**config.mk**
```make
export PLATFORM = sky130hd
export DESIGN_NAME = sdram_bank_ctrl
export DESIGN_NICKNAME = d
export VERILOG_FILES = /design/src/sdram_bank_pkg.sv /design/src/sdram_cmd_decode.sv /design/src/sdram_bank_fsm.sv /design/src/sdram_bank_ctrl.sv
export VERILOG_INCLUDE_DIRS = /design/src
export SDC_FILE = /design/constraint.sdc
export NUM_CORES = 1
export LEC_CHECK = 0
export BUFFER_PORTS_ARGS = -buffer_cell sky130_fd_sc_hd__buf_4
export CORE_MARGIN = 10
export CORE_UTILIZATION = 55
export DETAILED_ROUTE_END_ITERATION = 7
export GPL_TIMING_DRIVEN = 0
export PLACE_DENSITY = 0.77
export SLEW_MARGIN = 10
export SYNTH_ARGS = -nofsm -noshare
export SYNTH_HDL_FRONTEND = slang
export SYNTH_HIERARCHICAL = 1
export SYNTH_SLANG_ARGS = --single-unit
```
**constraint.sdc**
```tcl
create_clock -name clk -period 2.95 [get_ports clk]
set_input_delay 0.1475 -clock clk [delete_from_list [all_inputs] [get_ports clk]]
set_output_delay 0.1475 -clock clk [all_outputs]
set_load 0.01 [all_outputs]
```
**src/sdram_bank_map.svh**
```systemverilog
// constants for the inter-bank command tracker
`ifndef SDRAM_BANK_MAP_SVH
`define SDRAM_BANK_MAP_SVH
// -----------------------------------------------------------------
// clock and timing, times in ns
// -----------------------------------------------------------------
`define CLK_PERIOD_NS             8
`define PRECHARGE_PERIOD_NS       18
`define ROW_TO_COLUMN_DELAY_NS    18
`define WRITE_RECOVERY_TIME_NS    12
`define SELF_REFRESH_EXIT_TIME_NS 70
// least times round up to whole cycles
`define CEIL_CYC(ns) (((ns) + `CLK_PERIOD_NS - 1) / `CLK_PERIOD_NS)
`define PRECHARGE_PERIOD_CYC       `CEIL_CYC(`PRECHARGE_PERIOD_NS)
`define ROW_TO_COLUMN_DELAY_CYC    `CEIL_CYC(`ROW_TO_COLUMN_DELAY_NS)
`define WRITE_RECOVERY_TIME_CYC    `CEIL_CYC(`WRITE_RECOVERY_TIME_NS)
`define SELF_REFRESH_EXIT_TIME_CYC `CEIL_CYC(`SELF_REFRESH_EXIT_TIME_NS)
// -----------------------------------------------------------------
// organisation defaults
// -----------------------------------------------------------------
`define CAS_LATENCY_DEF  3
`define BURST_LENGTH_DEF 4
`define NUM_BANKS_DEF    4
`define BANK_BITS        2
`define TIMER_BITS       4
// -----------------------------------------------------------------
// strobe codes {ras, cas, we} with chip select low
// -----------------------------------------------------------------
`define STROBE_MODE_LOAD  3'h0
`define STROBE_REFRESH    3'h1
`define STROBE_PRECHARGE  3'h2
`define STROBE_ACTIVE     3'h3
`define STROBE_WRITE      3'h4
`define STROBE_READ       3'h5
`define STROBE_BURST_STOP 3'h6
`define STROBE_NOP        3'h7
`endif

```
**src/sdram_bank_pkg.sv**
```systemverilog
// types shared by the inter-bank command tracker
`include "sdram_bank_map.svh"
package sdram_bank_pkg;
  typedef logic [`BANK_BITS-1:0]  bank_t;
  typedef logic [`TIMER_BITS-1:0] timer_t;
  typedef enum logic [3:0] {
    BANK_IDLE        = 4'h0,
    BANK_ACTIVATING  = 4'h1,
    BANK_ACTIVE      = 4'h2,
    BANK_READ        = 4'h3,
    BANK_WRITE       = 4'h4,
    BANK_READ_AP     = 4'h5,
    BANK_WRITE_AP    = 4'h6,
    BANK_RECOVERING  = 4'h7,
    BANK_PRECHARGING = 4'h8
  } bank_state_e;
  typedef enum logic [3:0] {
    CMD_INHIBIT    = 4'h0,
    CMD_NOP        = 4'h1,
    CMD_ACTIVE     = 4'h2,
    CMD_READ       = 4'h3,
    CMD_WRITE      = 4'h4,
    CMD_BURST_STOP = 4'h5,
    CMD_PRECHARGE  = 4'h6,
    CMD_REFRESH    = 4'h7,
    CMD_MODE_LOAD  = 4'h8
  } cmd_e;
  typedef struct packed {cmd_e op; bank_t bank; logic autoPre;} cmd_s;
  typedef struct packed {logic valid; bank_t bank;} beat_s;
endpackage

```
**src/sdram_cmd_decode.sv**
```systemverilog
// command decoder: pin levels to a command record
`timescale 1ns/100ps
`default_nettype none
`include "sdram_bank_map.svh"
module sdram_cmd_decode
  import sdram_bank_pkg::*;
(
  input  wire logic  csN,
  input  wire logic  rasN,
  input  wire logic  casN,
  input  wire logic  weN,
  input  wire bank_t bankSel,
  input  wire logic  apBit,
  output var  cmd_s  cmd
);
  wire logic [2:0] strobes;
  wire cmd_e       op;

  assign strobes = {rasN, casN, weN};
  // chip select high is an inhibit, handled as no operation
  assign op = csN                            ? CMD_INHIBIT    :
              (strobes == `STROBE_NOP)        ? CMD_NOP        :
              (strobes == `STROBE_ACTIVE)     ? CMD_ACTIVE     :
              (strobes == `STROBE_READ)       ? CMD_READ       :
              (strobes == `STROBE_WRITE)      ? CMD_WRITE      :
              (strobes == `STROBE_BURST_STOP) ? CMD_BURST_STOP :
              (strobes == `STROBE_PRECHARGE)  ? CMD_PRECHARGE  :
              (strobes == `STROBE_REFRESH)    ? CMD_REFRESH    :
                                                CMD_MODE_LOAD;
  assign cmd = '{op: op, bank: bankSel, autoPre: apBit};
endmodule
`default_nettype wire

```
**src/sdram_bank_fsm.sv**
```systemverilog
// state tracker of one bank
`timescale 1ns/100ps
`default_nettype none
`include "sdram_bank_map.svh"
module sdram_bank_fsm
  import sdram_bank_pkg::*;
#(
  parameter int PRE_CYC = `PRECHARGE_PERIOD_CYC,
  parameter int ROW_CYC = `ROW_TO_COLUMN_DELAY_CYC,
  parameter int WR_CYC  = `WRITE_RECOVERY_TIME_CYC
) (
  input  wire logic        clk,
  input  wire logic        rst,
  input  wire logic        cmdAct,
  input  wire logic        cmdRd,
  input  wire logic        cmdWr,
  input  wire logic        cmdPre,
  input  wire logic        autoPre,
  input  wire logic        burstEnd,
  output var  bank_state_e state,
  output var  logic        prechargeStart
);
  localparam timer_t PreLoad = timer_t'(PRE_CYC - 1);
  localparam timer_t RowLoad = timer_t'(ROW_CYC - 1);
  localparam timer_t WrLoad  = timer_t'(WR_CYC - 1);
  bank_state_e state_q, state_d;
  timer_t      timer_q, timer_d;
  logic        preStart_q;

  always_comb begin
    state_d = state_q;
    timer_d = (timer_q != '0) ? timer_q - 1'b1 : timer_q;
    unique case (state_q)
      BANK_IDLE: if (cmdAct) begin
        state_d = BANK_ACTIVATING;
        timer_d = RowLoad;
      end
      BANK_ACTIVATING: if (timer_q == '0) state_d = BANK_ACTIVE;
      BANK_ACTIVE, BANK_READ, BANK_WRITE: begin
        if (cmdRd) state_d = autoPre ? BANK_READ_AP : BANK_READ;
        else if (cmdWr) state_d = autoPre ? BANK_WRITE_AP : BANK_WRITE;
        else if (cmdPre) begin
          state_d = BANK_PRECHARGING;
          timer_d = PreLoad;
        end else if (burstEnd) state_d = BANK_ACTIVE;
      end
      BANK_READ_AP: if (burstEnd) begin
        state_d = BANK_PRECHARGING;
        timer_d = PreLoad;
      end
      BANK_WRITE_AP: if (burstEnd) begin
        state_d = BANK_RECOVERING;
        timer_d = WrLoad;
      end
      BANK_RECOVERING: if (timer_q == '0) begin
        state_d = BANK_PRECHARGING;
        timer_d = PreLoad;
      end
      BANK_PRECHARGING: if (timer_q == '0) state_d = BANK_IDLE;
      default: state_d = BANK_IDLE;
    endcase
  end

  always_ff @(posedge clk) begin
    if (rst) begin
      state_q    <= BANK_IDLE;
      timer_q    <= '0;
      preStart_q <= 1'b0;
    end else begin
      state_q    <= state_d;
      timer_q    <= timer_d;
      preStart_q <= (state_d == BANK_PRECHARGING) && (state_q != BANK_PRECHARGING);
    end
  end
  assign state          = state_q;
  assign prechargeStart = preStart_q;

  localparam int PreDly = PRE_CYC;
  localparam int RowDly = ROW_CYC;
  localparam int WrDly  = WR_CYC;
endmodule
`default_nettype wire

```
**src/sdram_bank_ctrl.sv**
```systemverilog
// inter-bank command acceptance, burst interruption and concurrent auto precharge
//
// Operation
// commands act only with clock gate high twice and self refresh exit time over
// a command to bank m is taken only if bank m's state allows it
// a bank is idle once precharged and the precharge period has passed
// a bank is row active once the row to column delay has passed
// plain read or write burst state lasts until the burst ends or is cut
// read with auto precharge holds until the precharge period ends, then idle
// write with auto precharge holds until the precharge period ends, then idle
// refresh, self refresh and mode load only while every bank is idle
// burst stop acts only on the current burst, whatever the bank field says
// any state and command pair outside the allowed set is illegal
// an interrupted auto precharge burst starts its own precharge concurrently
// a command that does not interrupt leaves the running burst as started
// read after plain read: old data gives way one CAS latency later
// write cuts a plain read at registration; mask two clocks before it
// read cuts a plain write; last write beat is one clock before the read
// write cuts a plain write at the moment the new write is registered
// read cutting an auto precharge read starts its precharge at registration
// write cutting an auto precharge read starts its precharge; mask two clocks
// read cutting an auto precharge write: precharge after recovery from the read
// write cutting an auto precharge write: precharge after recovery from the write
// chip select high is a no operation; running work simply continues
// commands decode from the four strobes and bank bits at each rising edge
`timescale 1ns/100ps
`default_nettype none
`include "sdram_bank_map.svh"
module sdram_bank_ctrl
  import sdram_bank_pkg::*;
#(
  parameter int NUM_BANKS    = `NUM_BANKS_DEF,
  parameter int CAS_LATENCY  = `CAS_LATENCY_DEF,
  parameter int BURST_LENGTH = `BURST_LENGTH_DEF,
  parameter int PRE_CYC      = `PRECHARGE_PERIOD_CYC,
  parameter int ROW_CYC      = `ROW_TO_COLUMN_DELAY_CYC,
  parameter int WR_CYC       = `WRITE_RECOVERY_TIME_CYC,
  parameter int XSR_CYC      = `SELF_REFRESH_EXIT_TIME_CYC
) (
  input  wire logic                  clk,
  input  wire logic                  rst,
  input  wire logic                  cke,
  input  wire logic                  csN,
  input  wire logic                  rasN,
  input  wire logic                  casN,
  input  wire logic                  weN,
  input  wire bank_t                 bankSel,
  input  wire logic                  apBit,
  input  wire logic                  dqm,
  output var  bank_state_e [NUM_BANKS-1:0] bankState,
  output var  logic [NUM_BANKS-1:0]  prechargeStart,
  output var  logic                  readValid,
  output var  bank_t                 readBank,
  output var  logic                  dqDriveEn,
  output var  logic                  writeAccept,
  output var  bank_t                 writeBank,
  output var  logic                  allIdle,
  output var  logic                  selfRefresh,
  output var  logic                  illegalCmd
);
  localparam int CntW = $clog2(BURST_LENGTH + 1);
  localparam int XsrW = $clog2(XSR_CYC + 1);
  localparam logic [CntW-1:0] BlCnt   = CntW'(BURST_LENGTH);
  localparam logic [XsrW-1:0] XsrLoad = XsrW'(XSR_CYC);

  // -----------------------------------------------------------------
  // command decode
  // -----------------------------------------------------------------
  cmd_s dec;
  sdram_cmd_decode u_decode (
    .csN     (csN),
    .rasN    (rasN),
    .casN    (casN),
    .weN     (weN),
    .bankSel (bankSel),
    .apBit   (apBit),
    .cmd     (dec)
  );

  // -----------------------------------------------------------------
  // clock gate and self refresh tracking
  // -----------------------------------------------------------------
  logic            ckePrev_q;
  logic            selfRef_q;
  logic [XsrW-1:0] exitCnt_q;
  wire logic       cmdLive;
  wire logic       enterSref;

  // commands count only with the gate high on this and the last edge
  assign cmdLive = cke & ckePrev_q & ~selfRef_q & (exitCnt_q == '0);

  // -----------------------------------------------------------------
  // per bank state summaries
  // -----------------------------------------------------------------
  wire logic [NUM_BANKS-1:0] stIdle;
  wire logic [NUM_BANKS-1:0] stRow;
  wire logic [NUM_BANKS-1:0] stPreOk;
  wire logic [NUM_BANKS-1:0] stPreAllOk;
  wire logic [NUM_BANKS-1:0] hitBank;
  wire logic [NUM_BANKS-1:0] bankAct;
  wire logic [NUM_BANKS-1:0] bankRd;
  wire logic [NUM_BANKS-1:0] bankWr;
  wire logic [NUM_BANKS-1:0] bankPre;
  wire logic [NUM_BANKS-1:0] burstEnd;
  wire logic                 allIdleNow;

  assign allIdleNow = &stIdle;

  // -----------------------------------------------------------------
  // acceptance of each command against its target bank
  // -----------------------------------------------------------------
  wire bank_state_e tState;
  wire logic        isCmd;
  wire logic        okAct;
  wire logic        okRd;
  wire logic        okWr;
  wire logic        okPre;
  wire logic        okPreAll;
  wire logic        okBst;
  wire logic        okRef;
  wire logic        okLmr;
  wire logic        okAny;

  assign tState   = bankState[dec.bank];
  assign isCmd    = (dec.op != CMD_INHIBIT) && (dec.op != CMD_NOP);
  // the other banks' states never gate a command to bank m
  assign okAct    = cmdLive & (dec.op == CMD_ACTIVE) & (tState == BANK_IDLE);
  assign okRd     = cmdLive & (dec.op == CMD_READ) & stRow[dec.bank];
  assign okWr     = cmdLive & (dec.op == CMD_WRITE) & stRow[dec.bank];
  assign okPre    = cmdLive & (dec.op == CMD_PRECHARGE) & ~dec.autoPre & stPreOk[dec.bank];
  assign okPreAll = cmdLive & (dec.op == CMD_PRECHARGE) & dec.autoPre & (&stPreAllOk);
  assign okBst    = cmdLive & (dec.op == CMD_BURST_STOP);
  assign okRef    = cmdLive & (dec.op == CMD_REFRESH) & allIdleNow;
  assign okLmr    = cmdLive & (dec.op == CMD_MODE_LOAD) & allIdleNow;
  assign okAny    = okAct | okRd | okWr | okPre | okPreAll | okBst | okRef | okLmr;
  // refresh with the gate falling enters self refresh
  assign enterSref = ckePrev_q & ~cke & ~selfRef_q & (exitCnt_q == '0) & ~csN
                   & (dec.op == CMD_REFRESH) & allIdleNow;

  // -----------------------------------------------------------------
  // burst engine: one burst runs at a time, over all banks
  // -----------------------------------------------------------------
  logic            burstOn_q;
  logic            burstWrite_q;
  bank_t           burstBank_q;
  logic [CntW-1:0] beatCnt_q;
  wire logic       newBurst;
  wire logic       preHitsBurst;
  wire logic       stopBurst;
  wire logic       contBeat;
  wire logic       readBeat;
  wire beat_s      newBeat;
  wire logic       writeBeat;
  wire bank_t      beatBank;

  assign newBurst     = okRd | okWr;
  assign preHitsBurst = (okPre & (dec.bank == burstBank_q)) | okPreAll;
  // a new burst, a stop or a precharge of its bank cuts the current burst
  assign stopBurst    = burstOn_q & (newBurst | okBst | preHitsBurst | (beatCnt_q == BlCnt));
  // anything else leaves the burst running as started
  assign contBeat     = burstOn_q & (beatCnt_q != BlCnt) & ~newBurst & ~okBst
                      & ~preHitsBurst;
  assign beatBank     = newBurst ? dec.bank : burstBank_q;
  assign readBeat     = okRd | (contBeat & ~burstWrite_q);
  // the beat taken with a new command belongs to the new bank only
  assign writeBeat    = okWr | (contBeat & burstWrite_q);
  assign newBeat      = '{valid: readBeat, bank: beatBank};

  // -----------------------------------------------------------------
  // banks
  // -----------------------------------------------------------------
  for (genvar i = 0; i < NUM_BANKS; i++) begin : g_bank
    localparam bank_t Idx = bank_t'(i);
    assign stIdle[i]     = bankState[i] == BANK_IDLE;
    assign stRow[i]      = (bankState[i] == BANK_ACTIVE) || (bankState[i] == BANK_READ)
                        || (bankState[i] == BANK_WRITE);
    assign stPreOk[i]    = stRow[i] || stIdle[i] || (bankState[i] == BANK_PRECHARGING);
    assign stPreAllOk[i] = stPreOk[i] || (bankState[i] == BANK_ACTIVATING);
    assign hitBank[i]    = dec.bank == Idx;
    assign bankAct[i]    = okAct & hitBank[i];
    assign bankRd[i]     = okRd & hitBank[i];
    assign bankWr[i]     = okWr & hitBank[i];
    assign bankPre[i]    = (okPre & hitBank[i]) | okPreAll;
    assign burstEnd[i]   = stopBurst & (burstBank_q == Idx);
    sdram_bank_fsm #(
      .PRE_CYC (PRE_CYC),
      .ROW_CYC (ROW_CYC),
      .WR_CYC  (WR_CYC)
    ) u_fsm (
      .clk            (clk),
      .rst            (rst),
      .cmdAct         (bankAct[i]),
      .cmdRd          (bankRd[i]),
      .cmdWr          (bankWr[i]),
      .cmdPre         (bankPre[i]),
      .autoPre        (dec.autoPre),
      .burstEnd       (burstEnd[i]),
      .state          (bankState[i]),
      .prechargeStart (prechargeStart[i])
    );
  end

  // -----------------------------------------------------------------
  // registers
  // -----------------------------------------------------------------
  always_ff @(posedge clk) begin
    if (rst) begin
      ckePrev_q <= 1'b0;
      selfRef_q <= 1'b0;
      exitCnt_q <= '0;
    end else begin
      ckePrev_q <= cke;
      if (enterSref) selfRef_q <= 1'b1;
      else if (selfRef_q && cke) selfRef_q <= 1'b0;
      // exit time counts from the first edge with the gate back high
      if (selfRef_q && cke) exitCnt_q <= XsrLoad;
      else if (exitCnt_q != '0) exitCnt_q <= exitCnt_q - 1'b1;
    end
  end

  always_ff @(posedge clk) begin
    if (rst) begin
      burstOn_q    <= 1'b0;
      burstWrite_q <= 1'b0;
      burstBank_q  <= '0;
      beatCnt_q    <= '0;
    end else if (newBurst) begin
      burstOn_q    <= 1'b1;
      burstWrite_q <= okWr;
      burstBank_q  <= dec.bank;
      beatCnt_q    <= CntW'(1);
    end else if (contBeat) begin
      beatCnt_q    <= beatCnt_q + 1'b1;
    end else if (stopBurst) begin
      burstOn_q    <= 1'b0;
    end
  end

  // -----------------------------------------------------------------
  // read data pipe, one stage per clock of CAS latency
  // -----------------------------------------------------------------
  beat_s [CAS_LATENCY-1:0] pipe_q;
  logic                    dqmLate_q;
  logic                    drive_q;

  always_ff @(posedge clk) begin
    // a registered write takes the bus from reads still in flight
    if (rst || okWr) begin
      pipe_q <= '0;
    end else begin
      pipe_q[0] <= newBeat;
      for (int j = 1; j < CAS_LATENCY; j++) begin
        pipe_q[j] <= pipe_q[j-1];
      end
    end
  end

  always_ff @(posedge clk) begin
    if (rst) begin
      dqmLate_q <= 1'b0;
      drive_q   <= 1'b0;
    end else begin
      dqmLate_q <= dqm;
      // mask blanks read output two clocks on
      drive_q   <= pipe_q[CAS_LATENCY-2].valid & ~dqmLate_q & ~okWr;
    end
  end

  // -----------------------------------------------------------------
  // write beats, status flags
  // -----------------------------------------------------------------
  logic  wrAcc_q;
  bank_t wrBank_q;
  logic  allIdle_q;
  logic  illegal_q;

  always_ff @(posedge clk) begin
    if (rst) begin
      wrAcc_q   <= 1'b0;
      wrBank_q  <= '0;
      allIdle_q <= 1'b1;
      illegal_q <= 1'b0;
    end else begin
      wrAcc_q   <= writeBeat & ~dqm;
      wrBank_q  <= beatBank;
      allIdle_q <= allIdleNow;
      // refused pairs do nothing but raise this one-cycle flag
      illegal_q <= cmdLive & isCmd & ~okAny;
    end
  end

  assign readValid   = pipe_q[CAS_LATENCY-1].valid;
  assign readBank    = pipe_q[CAS_LATENCY-1].bank;
  assign dqDriveEn   = drive_q;
  assign writeAccept = wrAcc_q;
  assign writeBank   = wrBank_q;
  assign allIdle     = allIdle_q;
  assign selfRefresh = selfRef_q;
  assign illegalCmd  = illegal_q;

  // -----------------------------------------------------------------
  // checks
  // -----------------------------------------------------------------
  localparam int CasLat = CAS_LATENCY;
endmodule
`default_nettype wire

```
* After elaboration in Yosys (flattened, before gate mapping)
Cells that the tools add are included.
** Word-level totals
- Register bits :: 63
- Bits of input ports :: 11
- Word-level logic and storage cells :: 356
** Cells by class
- Add/subtract/negate cells :: 6
- Order comparisons :: 1
- Eq/ne operators :: 65
- Mux-type cells :: 106
- Bitwise operators :: 88
- Reduce and logical (&&, ||, !) cells :: 58
** Operator list (number)
- $mux W4 :: 83
- $pmux W4 S7 :: 4
- $eq A4 B3 Y1 const B :: 20
- $pmux W4 S5 :: 4
- $and A1 B1 Y1 :: 58
- $eq A4 B2 Y1 const B :: 10
- $logic_not A4 Y1 :: 10
- $eq A4 B4 Y1 const B :: 9
- $reduce_bool A4 Y1 :: 6
- $logic_or A1 B1 Y1 :: 21
- $sub A4 B1 Y4 const B :: 5
- $or A1 B1 Y1 :: 18
- $eq A4 B1 Y1 const B :: 4
- $ne A4 B4 Y1 const B :: 4
- $eq A3 B3 Y1 const B :: 5
- $not A1 Y1 :: 12
- $reduce_or A3 Y1 :: 4
- $mux W1 :: 9
- $bmux W4 S2 :: 1
- $eq A2 B2 Y1 const B :: 4
- $reduce_and A4 Y1 :: 2
- $reduce_bool A2 Y1 :: 4
- $eq A3 B2 Y1 const B :: 2
- $logic_and A1 B1 Y1 :: 6
- other kinds (14) :: 19

* Longest topological paths before layout
Gate-level depths: netlist of run 1.
- Depth after elaboration :: 26
- Depth in mapped cells :: 14

* By module
The synthesis of run 1 kept the hierarchy.
** Modules (own cells, without submodules)
- sdram_bank_ctrl :: instances 1, cells each 191, area each 1690.4 um^2
- sdram_bank_fsm at g_bank[2].u_fsm ... :: instances 2, cells each 90, area each 774.5 um^2
- sdram_bank_fsm at g_bank[0].u_fsm :: instances 1, cells each 99, area each 803.3 um^2
- sdram_bank_fsm at g_bank[1].u_fsm :: instances 1, cells each 101, area each 778.2 um^2
- sdram_cmd_decode :: instances 1, cells each 11, area each 71.3 um^2

* Worst setup path before layout of run 1
No wires, ideal clock.
- Path kind :: register to register
- From :: register g_bank[0].u_fsm.state_q[1]
- To :: register g_bank[2].u_fsm.timer_q[2]
- Setup time :: 0.135 ns
- Data arrival time :: 2.943 ns
- Data required time :: 2.815 ns
- Slack :: -0.129 ns
- Stages on the path, launching flop included :: 12
- Period minus slack after synthesis :: 3.079 ns
- Path through :: dfxtp_1 > nor4b_1 > a311oi_1 > a211oi_2 > nand3_2 > o211ai_2 > nand2_1 > nor3b_1 > nand2b_1 > o21ai_0 > a2111oi_1 > nor3_1
** On the way
- Word-level cells in the longest chain between the ends :: 16
- Elaborated cells on any way between the ends :: 44
- Those cells by class :: eq/ne (5); mux (13); bitwise (18); reduce/logical (8)
** RTL lines
- from (decl) :: line sdram_bank_fsm.sv:26 : bank_state_e state_q, state_d;
- from (signal assigned) :: line sdram_bank_fsm.sv:70 : state_q <= state_d;
- $eq A4 B2 Y1 :: line sdram_bank_ctrl.sv:175 : assign stRow[i] = (bankState[i] == BANK_ACTIVE) || (bankState[i] == BANK_READ)
- $logic_or A1 B1 Y1 :: line sdram_bank_ctrl.sv:175
- $logic_or A1 B1 Y1 :: line sdram_bank_ctrl.sv:176 : || (bankState[i] == BANK_WRITE);
- $logic_or A1 B1 Y1 (2 in a row) :: line sdram_bank_ctrl.sv:177 : assign stPreOk[i] = stRow[i] || stIdle[i] || (bankState[i] == BANK_PRECHARGING);
- $bmux W1 S2 :: line sdram_bank_ctrl.sv:130 : assign okPre = cmdLive & (dec.op == CMD_PRECHARGE) & ~dec.autoPre & stPreOk[dec.bank];
- $mux W1 (not written as such) :: line sdram_bank_ctrl.sv:130
- $and A1 B1 Y1 :: line sdram_bank_ctrl.sv:130
- $and A1 B1 Y1 :: line sdram_bank_ctrl.sv:157 : assign preHitsBurst = (okPre & (dec.bank == burstBank_q)) | okPreAll;
- $or A1 B1 Y1 :: line sdram_bank_ctrl.sv:157
- $or A1 B1 Y1 * (2 in a row) :: line sdram_bank_ctrl.sv:159 : assign stopBurst = burstOn_q & (newBurst | okBst | preHitsBurst | (beatCnt_q == BlCnt));
- $and A1 B1 Y1 * :: line sdram_bank_ctrl.sv:159
- $and A1 B1 Y1 * :: line sdram_bank_ctrl.sv:184 : assign burstEnd[i] = stopBurst & (burstBank_q == Idx);
- net burstEnd[2] :: line sdram_bank_ctrl.sv:104 : wire logic [NUM_BANKS-1:0] burstEnd;
- $mux W4 (on tied branches) :: line sdram_bank_fsm.sv:51, sdram_bank_fsm.sv:47
- $pmux W4 S5 * :: line sdram_bank_fsm.sv:33 : unique case (state_q)
- to (signal assigned) :: line sdram_bank_fsm.sv:71 : timer_q <= timer_d;
- to (decl) :: line sdram_bank_fsm.sv:27 : timer_t timer_q, timer_d;
The timed path passes the listed nets; every way through them passes the cells marked *. The select of a mux whose other input is x is not followed.
A chain may end at the register's enable or synchronous reset.

* Final worst setup path of run 1
- From :: register g_bank[3].u_fsm.state_q[3]
- To :: register g_bank[3].u_fsm.timer_q[0]
** On the way
- Elaborated cells on any way between the ends :: 48
- Those cells by class :: eq/ne (8); mux (13); bitwise (18); reduce/logical (9)
** RTL lines
- from (decl) :: line sdram_bank_fsm.sv:26
- from (signal assigned) :: line sdram_bank_fsm.sv:70
- $bmux W4 S2 :: line sdram_bank_ctrl.sv:124 : assign tState = bankState[dec.bank];
- $mux W4 (not written as such) :: line sdram_bank_ctrl.sv:124
- $logic_not A4 Y1 :: line sdram_bank_ctrl.sv:127 : assign okAct = cmdLive & (dec.op == CMD_ACTIVE) & (tState == BANK_IDLE);
- $and A1 B1 Y1 :: line sdram_bank_ctrl.sv:127
- $and A1 B1 Y1 :: line sdram_bank_ctrl.sv:180 : assign bankAct[i] = okAct & hitBank[i];
- net bankAct[3] :: line sdram_bank_ctrl.sv:100 : wire logic [NUM_BANKS-1:0] bankAct;
- $mux W4 :: line sdram_bank_fsm.sv:34 : BANK_IDLE: if (cmdAct) begin
- $pmux W4 S5 :: line sdram_bank_fsm.sv:33
- to (signal assigned) :: line sdram_bank_fsm.sv:71
- to (decl) :: line sdram_bank_fsm.sv:27
The timed path passes the listed nets, and every way through them passes these cells. The select of a mux whose other input is x is not followed.

==> qor.yml, run 1 <==
outcome: "complete, no violations"
fin_skew_ps: 10.0
dieArea_um2: 13100
power_leakage_nw: 2.21
drc: 0
internal-power_mw: 2.02
fin_nets: 664
pwr-share-comb_pct: 41.8
yosysUniqueCellTypes: 89
crit_chain: "nor4_1 -> mux4_2 -> nand4b_1 -> nor2_1 -> and2b_2 -> o21ai_0 -> a2111oi_1 -> nor3b_1"
grt_pass1_wl_um: 20900
cap_violations: 0
cts-root-buf: "clkbuf_8"
vias: 4738
crit_buf_inv: 0
netlist.area_leader.share_pct: 25.8
critPathLaunchType: "register"
synth_most_common_cell: "dfxtp_1"
p_sw_mw: 1.16
h-tree-depth: 3
dp_hpwl_um: 8930
clkTransAtPathRegs_ps: 80
grt_setup_unrepaired: "yes"
io_pins: 41
finalCritPeriodShare_pct: 95.7
critPathRequiredTime_ps: 3180
grt_usage_pct: 18.9
worst_pin_slew_ps: 868
antenna-diode-count: 0
critPathTopFamily: "simple AND/OR/NAND/NOR gates"
antenna_found_initial: 0
ff2ff_setup_slack_ps: 130
area_growth_syn_to_layout_pct: 18.0
n_fill_cell: 746
synth-edff-count: 0
hold_end: "g_bank[3].u_fsm/state[2]"
ctsLongestPathBuffers: 2
synth_seq_cells: 63
crit_type: "register to register"
synth_nets: 605
min_period_ps: 2820
rows: 34
pwr-share-clk_pct: 25.3
max_freq_ghz: 0.354
holdPathStages: 2
clock-sinks: 63
place_area_um2: 5310
setup_viol: 0
grt_pass1_vias: 4357
initial_core_util_pct: 56.4
ir_drop_mv: 0.427
synth_warnings: 6
clkLatencyLatePin_ps: 360
power.total_mw: 3.18
cts_tree: "done"
drtPass1Iterations: 6
synthesis.area_um2: 4890
vias_per_cell: 6.28
worst_setup_path_end_kind: "register"
r2r_cells: 8
hold_ws_ps: 153
holdCritStartpoint: "rst"
seq_power_share_pct: 32.9
yosys-top-cells-area: "dfxtp_1 (26%), nor2_1 (3.6%), nor3_1 (3.3%), a21oi_1 (3.2%), ha_1 (3.1%)"
netlist.top_cell.by_area: "dfxtp_1"
timing.rr.start: "g_bank[3].u_fsm/state[3]"
drtIter0Drc: 276
critical_path.slowest_cell: "nor4_1"
pwr_density_cell_nw_per_um2: 550
cp.depth: 8
hold_violations: 0
switching_share_pct: 36.5
reg2reg_to: "g_bank[3].u_fsm/timer_q[0]"
cts-buffers-inserted: 9
grt.overflow.total: 0
totalWireLength_um: 12600
synth_area_per_cell_um2: 8.41
core-area_um2: 8680
max_stage_delay_ps: 480
hold_path.class: "primary input to register"
slew_headroom_pct: 41.6
die_w_um: 114
async_flop_share_pct: 0
cp_data_arrival_time_ps: 3060
die_h_um: 114
synth_commonest_cells: "dfxtp_1 (63), nor2_1 (47), nand2_1 (39)"
io_buffers: 37
design_area_um2: 5770
slew_violations: 0
synthesis.instances: 582
cp_max_fo: 9
final_cells: 754
wl_per_cell_um: 16.7
yosysSeqAreaShare_pct: 25.8
drive_gt1_share_pct: 27.6
grt_max_degree: 25
synthFlopType: "dfxtp_1"
dpl.cell_count: 727
gp_congestion: 0.918
ant_nets: 0
cell type report:
class	instances	area [µm²]	area share [%]
multi-input combinational	459	3400	58.9
timing repair buffer	48	365	6.33
sequential	63	1280	22.2
tap	108	135	2.34
buffer	33	283	4.90
clock inverter	7	80.1	1.39
inverter	27	101	1.76
clock buffer	9	124	2.15
per-stage QoR:
stage          util [%]  setup TNS, ps  worst slack (ps)
2_1_floorplan         -              0              54.5
3_3_place_gp       61.2          -9530              -636
3_5_place_dp       61.2         -11980              -745
4_1_cts            64.7              0              10.3
5_1_grt            66.5          -10.5             -5.24
6_report           66.5              0               127
metal layers:
metal | track usage (%) | up-vias | wire (µm)
li1 | - | 2285 | -
met1 | 24.6 | 2234 | 5640
met2 | 30.7 | 197 | 5850
met3 | 3.72 | 22 | 907
met4 | 5.60 | 0 | 216
met5 | 0 | - | 0
worst register-to-register path, delay by kind of cell (launching register included):
kind | cells | cell delay [ps]
AO/OA/AOI/OAI | 2 | 580
multiplexers | 1 | 340
flip-flops | 1 | 430
AND/OR/NAND/NOR | 5 | 1360
placed cells by master (no fill, tap or decap), types with 5 or more instances in the layout:
cell | netlist | routed
nor4_1 | 7 | 7
ha_1 | 12 | 12
buf_2 | 6 | 7
a31oi_1 | 6 | 6
nor3_1 | 32 | 29
xor2_1 | 5 | 5
dfxtp_2 | 0 | 9
dfxtp_1 | 63 | 51
nand3b_1 | 6 | 6
and2_1 | 14 | 14
buf_4 | 8 | 55
nand2b_1 | 20 | 20
a311oi_1 | 5 | 5
nand2_1 | 39 | 38
o22ai_1 | 5 | 5
a21oi_1 | 31 | 29
nor2b_1 | 17 | 17
or3b_1 | 9 | 9
or2_2 | 5 | 5
nor2_2 | 4 | 9
mux2i_1 | 11 | 11
a22oi_1 | 8 | 8
buf_6 | 9 | 9
a211oi_1 | 11 | 10
nor2_1 | 47 | 42
a221oi_1 | 6 | 5
a211oi_2 | 4 | 5
o21bai_1 | 7 | 7
clkbuf_8 | 4 | 13
o21ai_0 | 16 | 16
inv_1 | 26 | 26
nor3b_1 | 11 | 7
sequential cells by signal (all words and copies together) (netlist names), 2 cells and up:
signal,count
writeBank,2
beatCnt_q,3
pipe_q,6
g_bank.u_fsm/timer_q,16
exitCnt_q,4
g_bank.u_fsm/state,16
readBank,2
g_bank.u_fsm/prechargeStart,4
power groups by stage:
stage / Clock, mW / Combinational, mW / Sequential [mW]
6_report: 0.804 / 1.33 / 1.04
5_1_grt: 0.850 / 1.48 / 1.06
4_1_cts: 0.819 / 1.30 / 1.05
3_5_place_dp: 0 / 1.29 / 1.06
3_3_place_gp: 0 / 1.24 / 1.06
2_1_floorplan: 0 / 1.09 / 1.04
worst max path at each step:
| stage | start | to | slack (ps) |
|---|---|---|---|
| 6_report | g_bank[3].u_fsm/state[3] | g_bank[3].u_fsm/timer_q[0] | 130 |
| 5_1_grt | exitCnt_q[0] | g_bank[0].u_fsm/state[0] | -5 |
| 4_1_cts | g_bank[0].u_fsm/state[3] | g_bank[0].u_fsm/timer_q[2] | 10 |
| 3_5_place_dp | casN | g_bank[2].u_fsm/timer_q[3] | -740 |
| 3_3_place_gp | casN | g_bank[0].u_fsm/timer_q[3] | -640 |
| 2_1_floorplan | g_bank[0].u_fsm/state[1] | g_bank[2].u_fsm/timer_q[2] | 50 |
logic make-up (layout without fill, tap and decap cells):
group | Yosys count | count (layout) | synth area share [%]
fa+ha+maj | 12 | 12 | 3.07
buf+inv | 60 | 124 | 7.75
compound gates | 166 | 166 | 26.5
simple gates | 256 | 256 | 31.0
mux | 16 | 16 | 4.32
flops | 63 | 63 | 25.8
xor+xnor | 9 | 9 | 1.61
repair_timing:
item / CTS / global route
gates cloned: 0 / 0
hold buffers: 2 / 0
buffers inserted: 4 / 5
hold endpoints to repair: 2 / 0
resized for setup: 16 / 36
pin swaps: 5 / 7
endpoints found under the setup margin: 29 / 36
Note: power is estimated with default switching activity, not from simulation.
==> inputs of run 2 (changes only) <==
- CORE_ASPECT_RATIO: unset -> 1.1
==> run 2 against run 1 <==
Against the previous run: first-iteration DRC count is 12% lower; via count grew 0.78%; routed wire length decreased by 0.90%; sequential share of layout area fell by 0.13 points; count of clock-buffer cells in the layout did not move; critical path depth is 3 higher; register-to-register slack worse by 40 ps; core utilization is 0.23 points lower; fmax is 1.5% lower; final cell count increased by 1.2%; sequential power hardly changed.
==> qor.yml, run 2 (same netlist as run 1, synthesis figures left out) <==
outcome: "complete, no violations"
ir_drop_mv: 0.458
cts-buffers-inserted: 9
use_met1_pct: 22.9
clkTransAtPathRegs_ps: 70
ff_latch_area_um2: 1290
antenna_found_initial: 0
use_met2_pct: 30.5
critPathRequiredTime_ps: 3180
core-area_um2: 8780
antenna-diode-count: 0
pwr_density_cell_nw_per_um2: 539
grt_max_degree: 25
die_w_um: 110
grt_pass1_wl_um: 20500
layout_common_cells: "buf_4 (58), dfxtp_1 (50), nor2_1 (44)"
setup_viol: 0
die_h_um: 119
vias_per_cell: 6.26
n_fill_cell: 743
met3_usage_pct: 4.85
hold_violations: 0
worst_pin_slew_ps: 733
fin_skew_ps: 12.6
crit_type: "register to register"
cts_tree: "done"
gp_congestion: 0.904
hold_path.class: "primary input to register"
top_usage_layer: "met2"
ant_nets: 0
drc: 0
multiInputGateArea_um2: 3420
grt_setup_unrepaired: "yes"
slew_headroom_pct: 50.7
design_area_um2: 5820
initial_core_util_pct: 55.7
dieArea_um2: 13100
cp_data_arrival_time_ps: 3090
h-tree-depth: 3
cap_violations: 0
totalWireLength_um: 12500
place_area_um2: 5320
fin_util_pct: 66.3
fin_ws_ps: 85.9
fin_nets: 667
wl_per_cell_um: 16.4
pre_cts_ws_ps: -715
drive_gt1_share_pct: 27.4
area_growth_syn_to_layout_pct: 19.0
grt_usage_pct: 18.8
critPathTopFamily: "compound AO/OA/AOI/OAI gates"
rows: 36
final_common_cell: "buf_4"
cp_max_fo: 10
io_pins: 41
slew_violations: 0
ctsLongestPathBuffers: 2
grt_pass1_vias: 4436
min_period_ps: 2860
critPathLaunchType: "register"
crit_chain: "nor4b_2 -> a311oi_1 -> a211oi_2 -> buf_4 -> nand3_2 -> nor2_1 -> nor2_1 -> a221oi_2 -> buf_4 -> a2111oi_4 -> nor3_1"
clkLatencyLatePin_ps: 360
drtPass1Iterations: 5
dp_hpwl_um: 8770
max_freq_ghz: 0.349
vias: 4775
power_leakage_nw: 2.23
cts-root-buf: "clkbuf_8"
clock-sinks: 63
critical_path.slowest_cell: "dfxtp_1"
crit_buf_inv: 2
drtIter0Drc: 244
max_stage_delay_ps: 570
worst_setup_path_end_kind: "register"
finalCritPeriodShare_pct: 97.1
grt.overflow.total: 0
io_buffers: 37
==> run 2: cell count changes in the layout (fill, tap and decap cells not counted), moves of 2 or more <==
cell        change
a21oi_2         -2
a21oi_1         +2
nor2_1          +2
nor3b_4         +2
nor2_2          -2
clkinvlp_4      -2
buf_4           +3
nor3b_2         -2
==> run 2: stage by stage <==
step / std cells / hold WS [ps] / power [mW] / TNS, ps
final: 763 / 165 / 3.14 / 0
after global routing: 763 / 164 / 3.35 / -43.6
after CTS: 760 / 156 / 3.15 / 0
after detailed placement: 733 / 321 / 2.35 / -12610
after global placement: 733 / 321 / 2.30 / -9380
after floorplan: 582 / 219 / 2.14 / 0
==> run 2: what timing repair did <==
action,4_1_cts,5_1_grt
endpoints found under the setup margin,34,31
pin swaps,6,12
setup buffers,9,3
cloned,0,0
hold buffers,2,0
endpoints found under the hold margin,2,0
resized for setup,15,39
==> run 2: power breakdown <==
| group | switching (mW) | internal, mW |
|---|---|---|
| Sequential | 0.0863 | 0.959 |
| Clock | 0.384 | 0.400 |
| Combinational | 0.659 | 0.651 |
==> run 2: final cells by class <==
class	count	share of cell area (%)
clock buffers	9	2.13
repair buffers	51	6.66
flip-flops and latches	63	22.1
multi-input cells	459	58.7
well taps	114	2.45
clock inverters	7	1.35
plain buffers	33	4.90
inverters	27	1.74
==> run 2: final timing paths <==
path / startpoint / endpoint / slack [ps] / cells after the start
max: g_bank[0].u_fsm/state[3] / g_bank[0].u_fsm/timer_q[3] / 90 / 11
min: rst / g_bank[2].u_fsm/state[2] / 170 / 2
max reg2reg: g_bank[0].u_fsm/state[3] / g_bank[0].u_fsm/timer_q[3] / 90 / 11
min reg2reg: dqmLate_q / dqDriveEn / 410 / 1
==> run 2: worst register-to-register path: cells and delay by family (launching register included) <==
kind	cells	cell delay, ps
AO/OA/AOI/OAI	4	1030
AND/OR/NAND/NOR	5	790
buffers and inverters	2	350
flip-flops	1	570
==> run 2: per-layer routing <==
layer	share of wire (%)	vias to the layer above
li1	-	2296
met1	42	2250
met2	48	196
met3	7.3	33
met4	2.6	0
met5	0	-
==> inputs of run 3 (changes only) <==
- PLACE_DENSITY: 0.77 -> unset
- PLACE_DENSITY_LB_ADDON: unset -> 0.3
- SYNTH_HIERARCHICAL: 1 -> unset
==> run 3 against run 2 <==
Against the previous run: the flow now finishes with violations (setup timing); synthesized cell count grew 4.3%; core utilization is 2.5 points higher; critical path depth shrank 1; first-iteration DRC count rose to 3.2 times the previous value; clock power is 10% lower; flip-flop and latch count stayed put; largest power group unchanged.
==> qor.yml, run 3 <==
outcome: "finished, violations left"
violations: "setup timing"
core-area_um2: 7910
ir_drop_mv: 0.459
antenna_found_initial: 0
pwr-share-clk_pct: 24.4
layout_common_cells: "buf_4 (62), dfxtp_1 (61), nor2_1 (60)"
antenna-diode-count: 0
clock-sinks: 63
dpl.cell_count: 754
die_h_um: 115
worst_pin_slew_ps: 798
yosys-top-cells-area: "dfxtp_1 (28%), a21oi_1 (6.5%), nor2_1 (5.2%), nand2_1 (4.4%), ha_1 (3.4%)"
area_growth_syn_to_layout_pct: 21.6
critPathTopFamily: "compound AO/OA/AOI/OAI gates"
cp_data_arrival_time_ps: 3280
design_area_um2: 5440
ant_nets: 0
slew_headroom_pct: 46.4
cp_max_fo: 5
cts-root-buf: "clkbuf_8"
crit_chain: "or3b_4 -> a311o_1 -> buf_4 -> o41ai_4 -> o2111ai_4 -> buf_4 -> a211oi_4 -> nand2_1 -> a2111o_1 -> nand2_1"
crit_type: "register to register"
power_leakage_nw: 2.04
critical_path.slowest_cell: "or3b_4"
drive_gt1_share_pct: 18.7
max_stage_delay_ps: 400
drtIter0Drc: 781
io_buffers: 38
p_sw_mw: 1.09
grt_usage_pct: 22.8
max_freq_ghz: 0.334
hold_path.class: "primary input to register"
fin_util_pct: 68.8
die_w_um: 106
synth_seq_cells: 63
switching_share_pct: 37.8
internal-power_mw: 1.79
final_cells: 786
drc: 0
cap_violations: 0
synth_warnings: 0
synth_most_common_cell: "dfxtp_1"
h-tree-depth: 3
synth-edff-count: 0
synthFlopType: "dfxtp_1"
fin_ws_ps: -41.1
place_area_um2: 4910
drtPass1Iterations: 6
grt_pass1_wl_um: 23000
synth_commonest_cells: "dfxtp_1 (63), nor2_1 (62), a21oi_1 (58)"
io_pins: 41
critPathLaunchType: "register"
wl_per_cell_um: 18.2
setup_viol: 2
crit_buf_inv: 2
synth_area_per_cell_um2: 7.37
tns_ps: -71.4
cts-buffers-inserted: 9
initial_core_util_pct: 56.5
finalCritPeriodShare_pct: 101
grt.overflow.total: 0
fin_nets: 696
synthesis.instances: 607
netlist.area_leader.share_pct: 28.2
ctsLongestPathBuffers: 2
clkTransAtPathRegs_ps: 70
dp_hpwl_um: 10200
grt_pass1_vias: 4706
pwr-share-comb_pct: 38.7
dieArea_um2: 12100
yosysSeqAreaShare_pct: 28.2
final_common_cell: "buf_4"
netlist.top_cell.by_area: "dfxtp_1"
async_flop_share_pct: 0
fin_skew_ps: 7.69
yosysUniqueCellTypes: 69
min_period_ps: 2990
synthesis.area_um2: 4470
worst_setup_path_end_kind: "register"
vias: 5010
slew_violations: 0
seq_power_share_pct: 36.9
rows: 34
pwr_density_cell_nw_per_um2: 531
synth_nets: 630
grt_setup_unrepaired: "yes"
clkLatencyLatePin_ps: 350
grt_max_degree: 13
gp_congestion: 0.949
cts_tree: "done"
totalWireLength_um: 14300
critPathRequiredTime_ps: 3240
hold_violations: 0
vias_per_cell: 6.37
==> run 3: changes by cell type in the layout (fill, tap and decap cells not counted), sizes merged, moves of 11 or more <==
cell and delta:
clkbuf +22, nor2 +11, nand2b -11, nand2 +13, a21oi +25, mux2i -11, o21ai +11, or3 +13
==> run 3: routing by layer <==
layer / share of wire (%) / routed length [µm] / global-route usage [%] / vias to the layer above
li1: - / - / - / 2346
met1: 41 / 5820 / 27.2 / 2292
met2: 46 / 6580 / 37.7 / 306
met3: 9.0 / 1290 / 5.91 / 66
met4: 4.2 / 601 / 10.5 / 0
met5: 0 / 0 / 0 / -
==> run 3: what timing repair did <==
action | 4_1_cts | 5_1_grt
resized for setup | 20 | 30
hold endpoints to repair | 2 | 0
endpoints found under the setup margin | 37 | 37
setup buffers | 9 | 8
pin swaps | 10 | 10
hold buffers | 2 | 0
==> run 3: cell families after synthesis <==
group	share of synthesized area, %
xor gates and xnor gates	2.94
DFF	28.2
AOI/OAI and AO/OA	29.1
adders and majority gates	3.36
buffers and inverters	7.35
and+or+nand+nor	27.9
muxes	1.17
==> run 3: final cells by class <==
| class | count | area, µm² |
|---|---|---|
| fillers | 719 | 2470 |
| clock buffers | 10 | 138 |
| repair buffers | 58 | 445 |
| plain buffers | 44 | 201 |
| clock inverters | 6 | 45.0 |
| well taps | 108 | 135 |
| multi-input cells | 464 | 3090 |
| inverters | 33 | 124 |
| flip-flops and latches | 63 | 1270 |
==> run 3: tightest hold or removal path, cell delays in order <==
cell	delay (ps)
buf_4	90
nor3_1	40
a21oi_1	130
nor3_1	50
==> run 3: metrics by stage <==
stage / power, mW / worst slack [ps] / hold WS [ps]
final: 2.89 / -41.1 / 156
after global routing: 3.09 / -80.6 / 192
after CTS: 2.84 / 0.398 / 150
after detailed placement: 2.13 / -508 / 324
after global placement: 2.09 / -916 / 322
after floorplan: 1.91 / 9.40 / 224
==> run 3: power by group through the flow <==
stage               Combinational, mW  Sequential (mW)  Clock, mW
floorplan                       0.849             1.06          0
global placement                 1.01             1.07          0
detailed placement               1.05             1.08          0
CTS                              1.07             1.06      0.708
global route                     1.26             1.08      0.753
finish                           1.12             1.06      0.704
==> run 3: worst paths after layout <==
| check | slack [ps] | from | cells past startpoint | to |
|---|---|---|---|---|
| max | -40 | g_bank[2].u_fsm.state[2] | 10 | g_bank[1].u_fsm.timer_q[0] |
| min | 160 | csN | 4 | selfRefresh |
| max reg2reg | -40 | g_bank[2].u_fsm.state[2] | 10 | g_bank[1].u_fsm.timer_q[0] |
| min reg2reg | 390 | dqmLate_q | 1 | dqDriveEn |
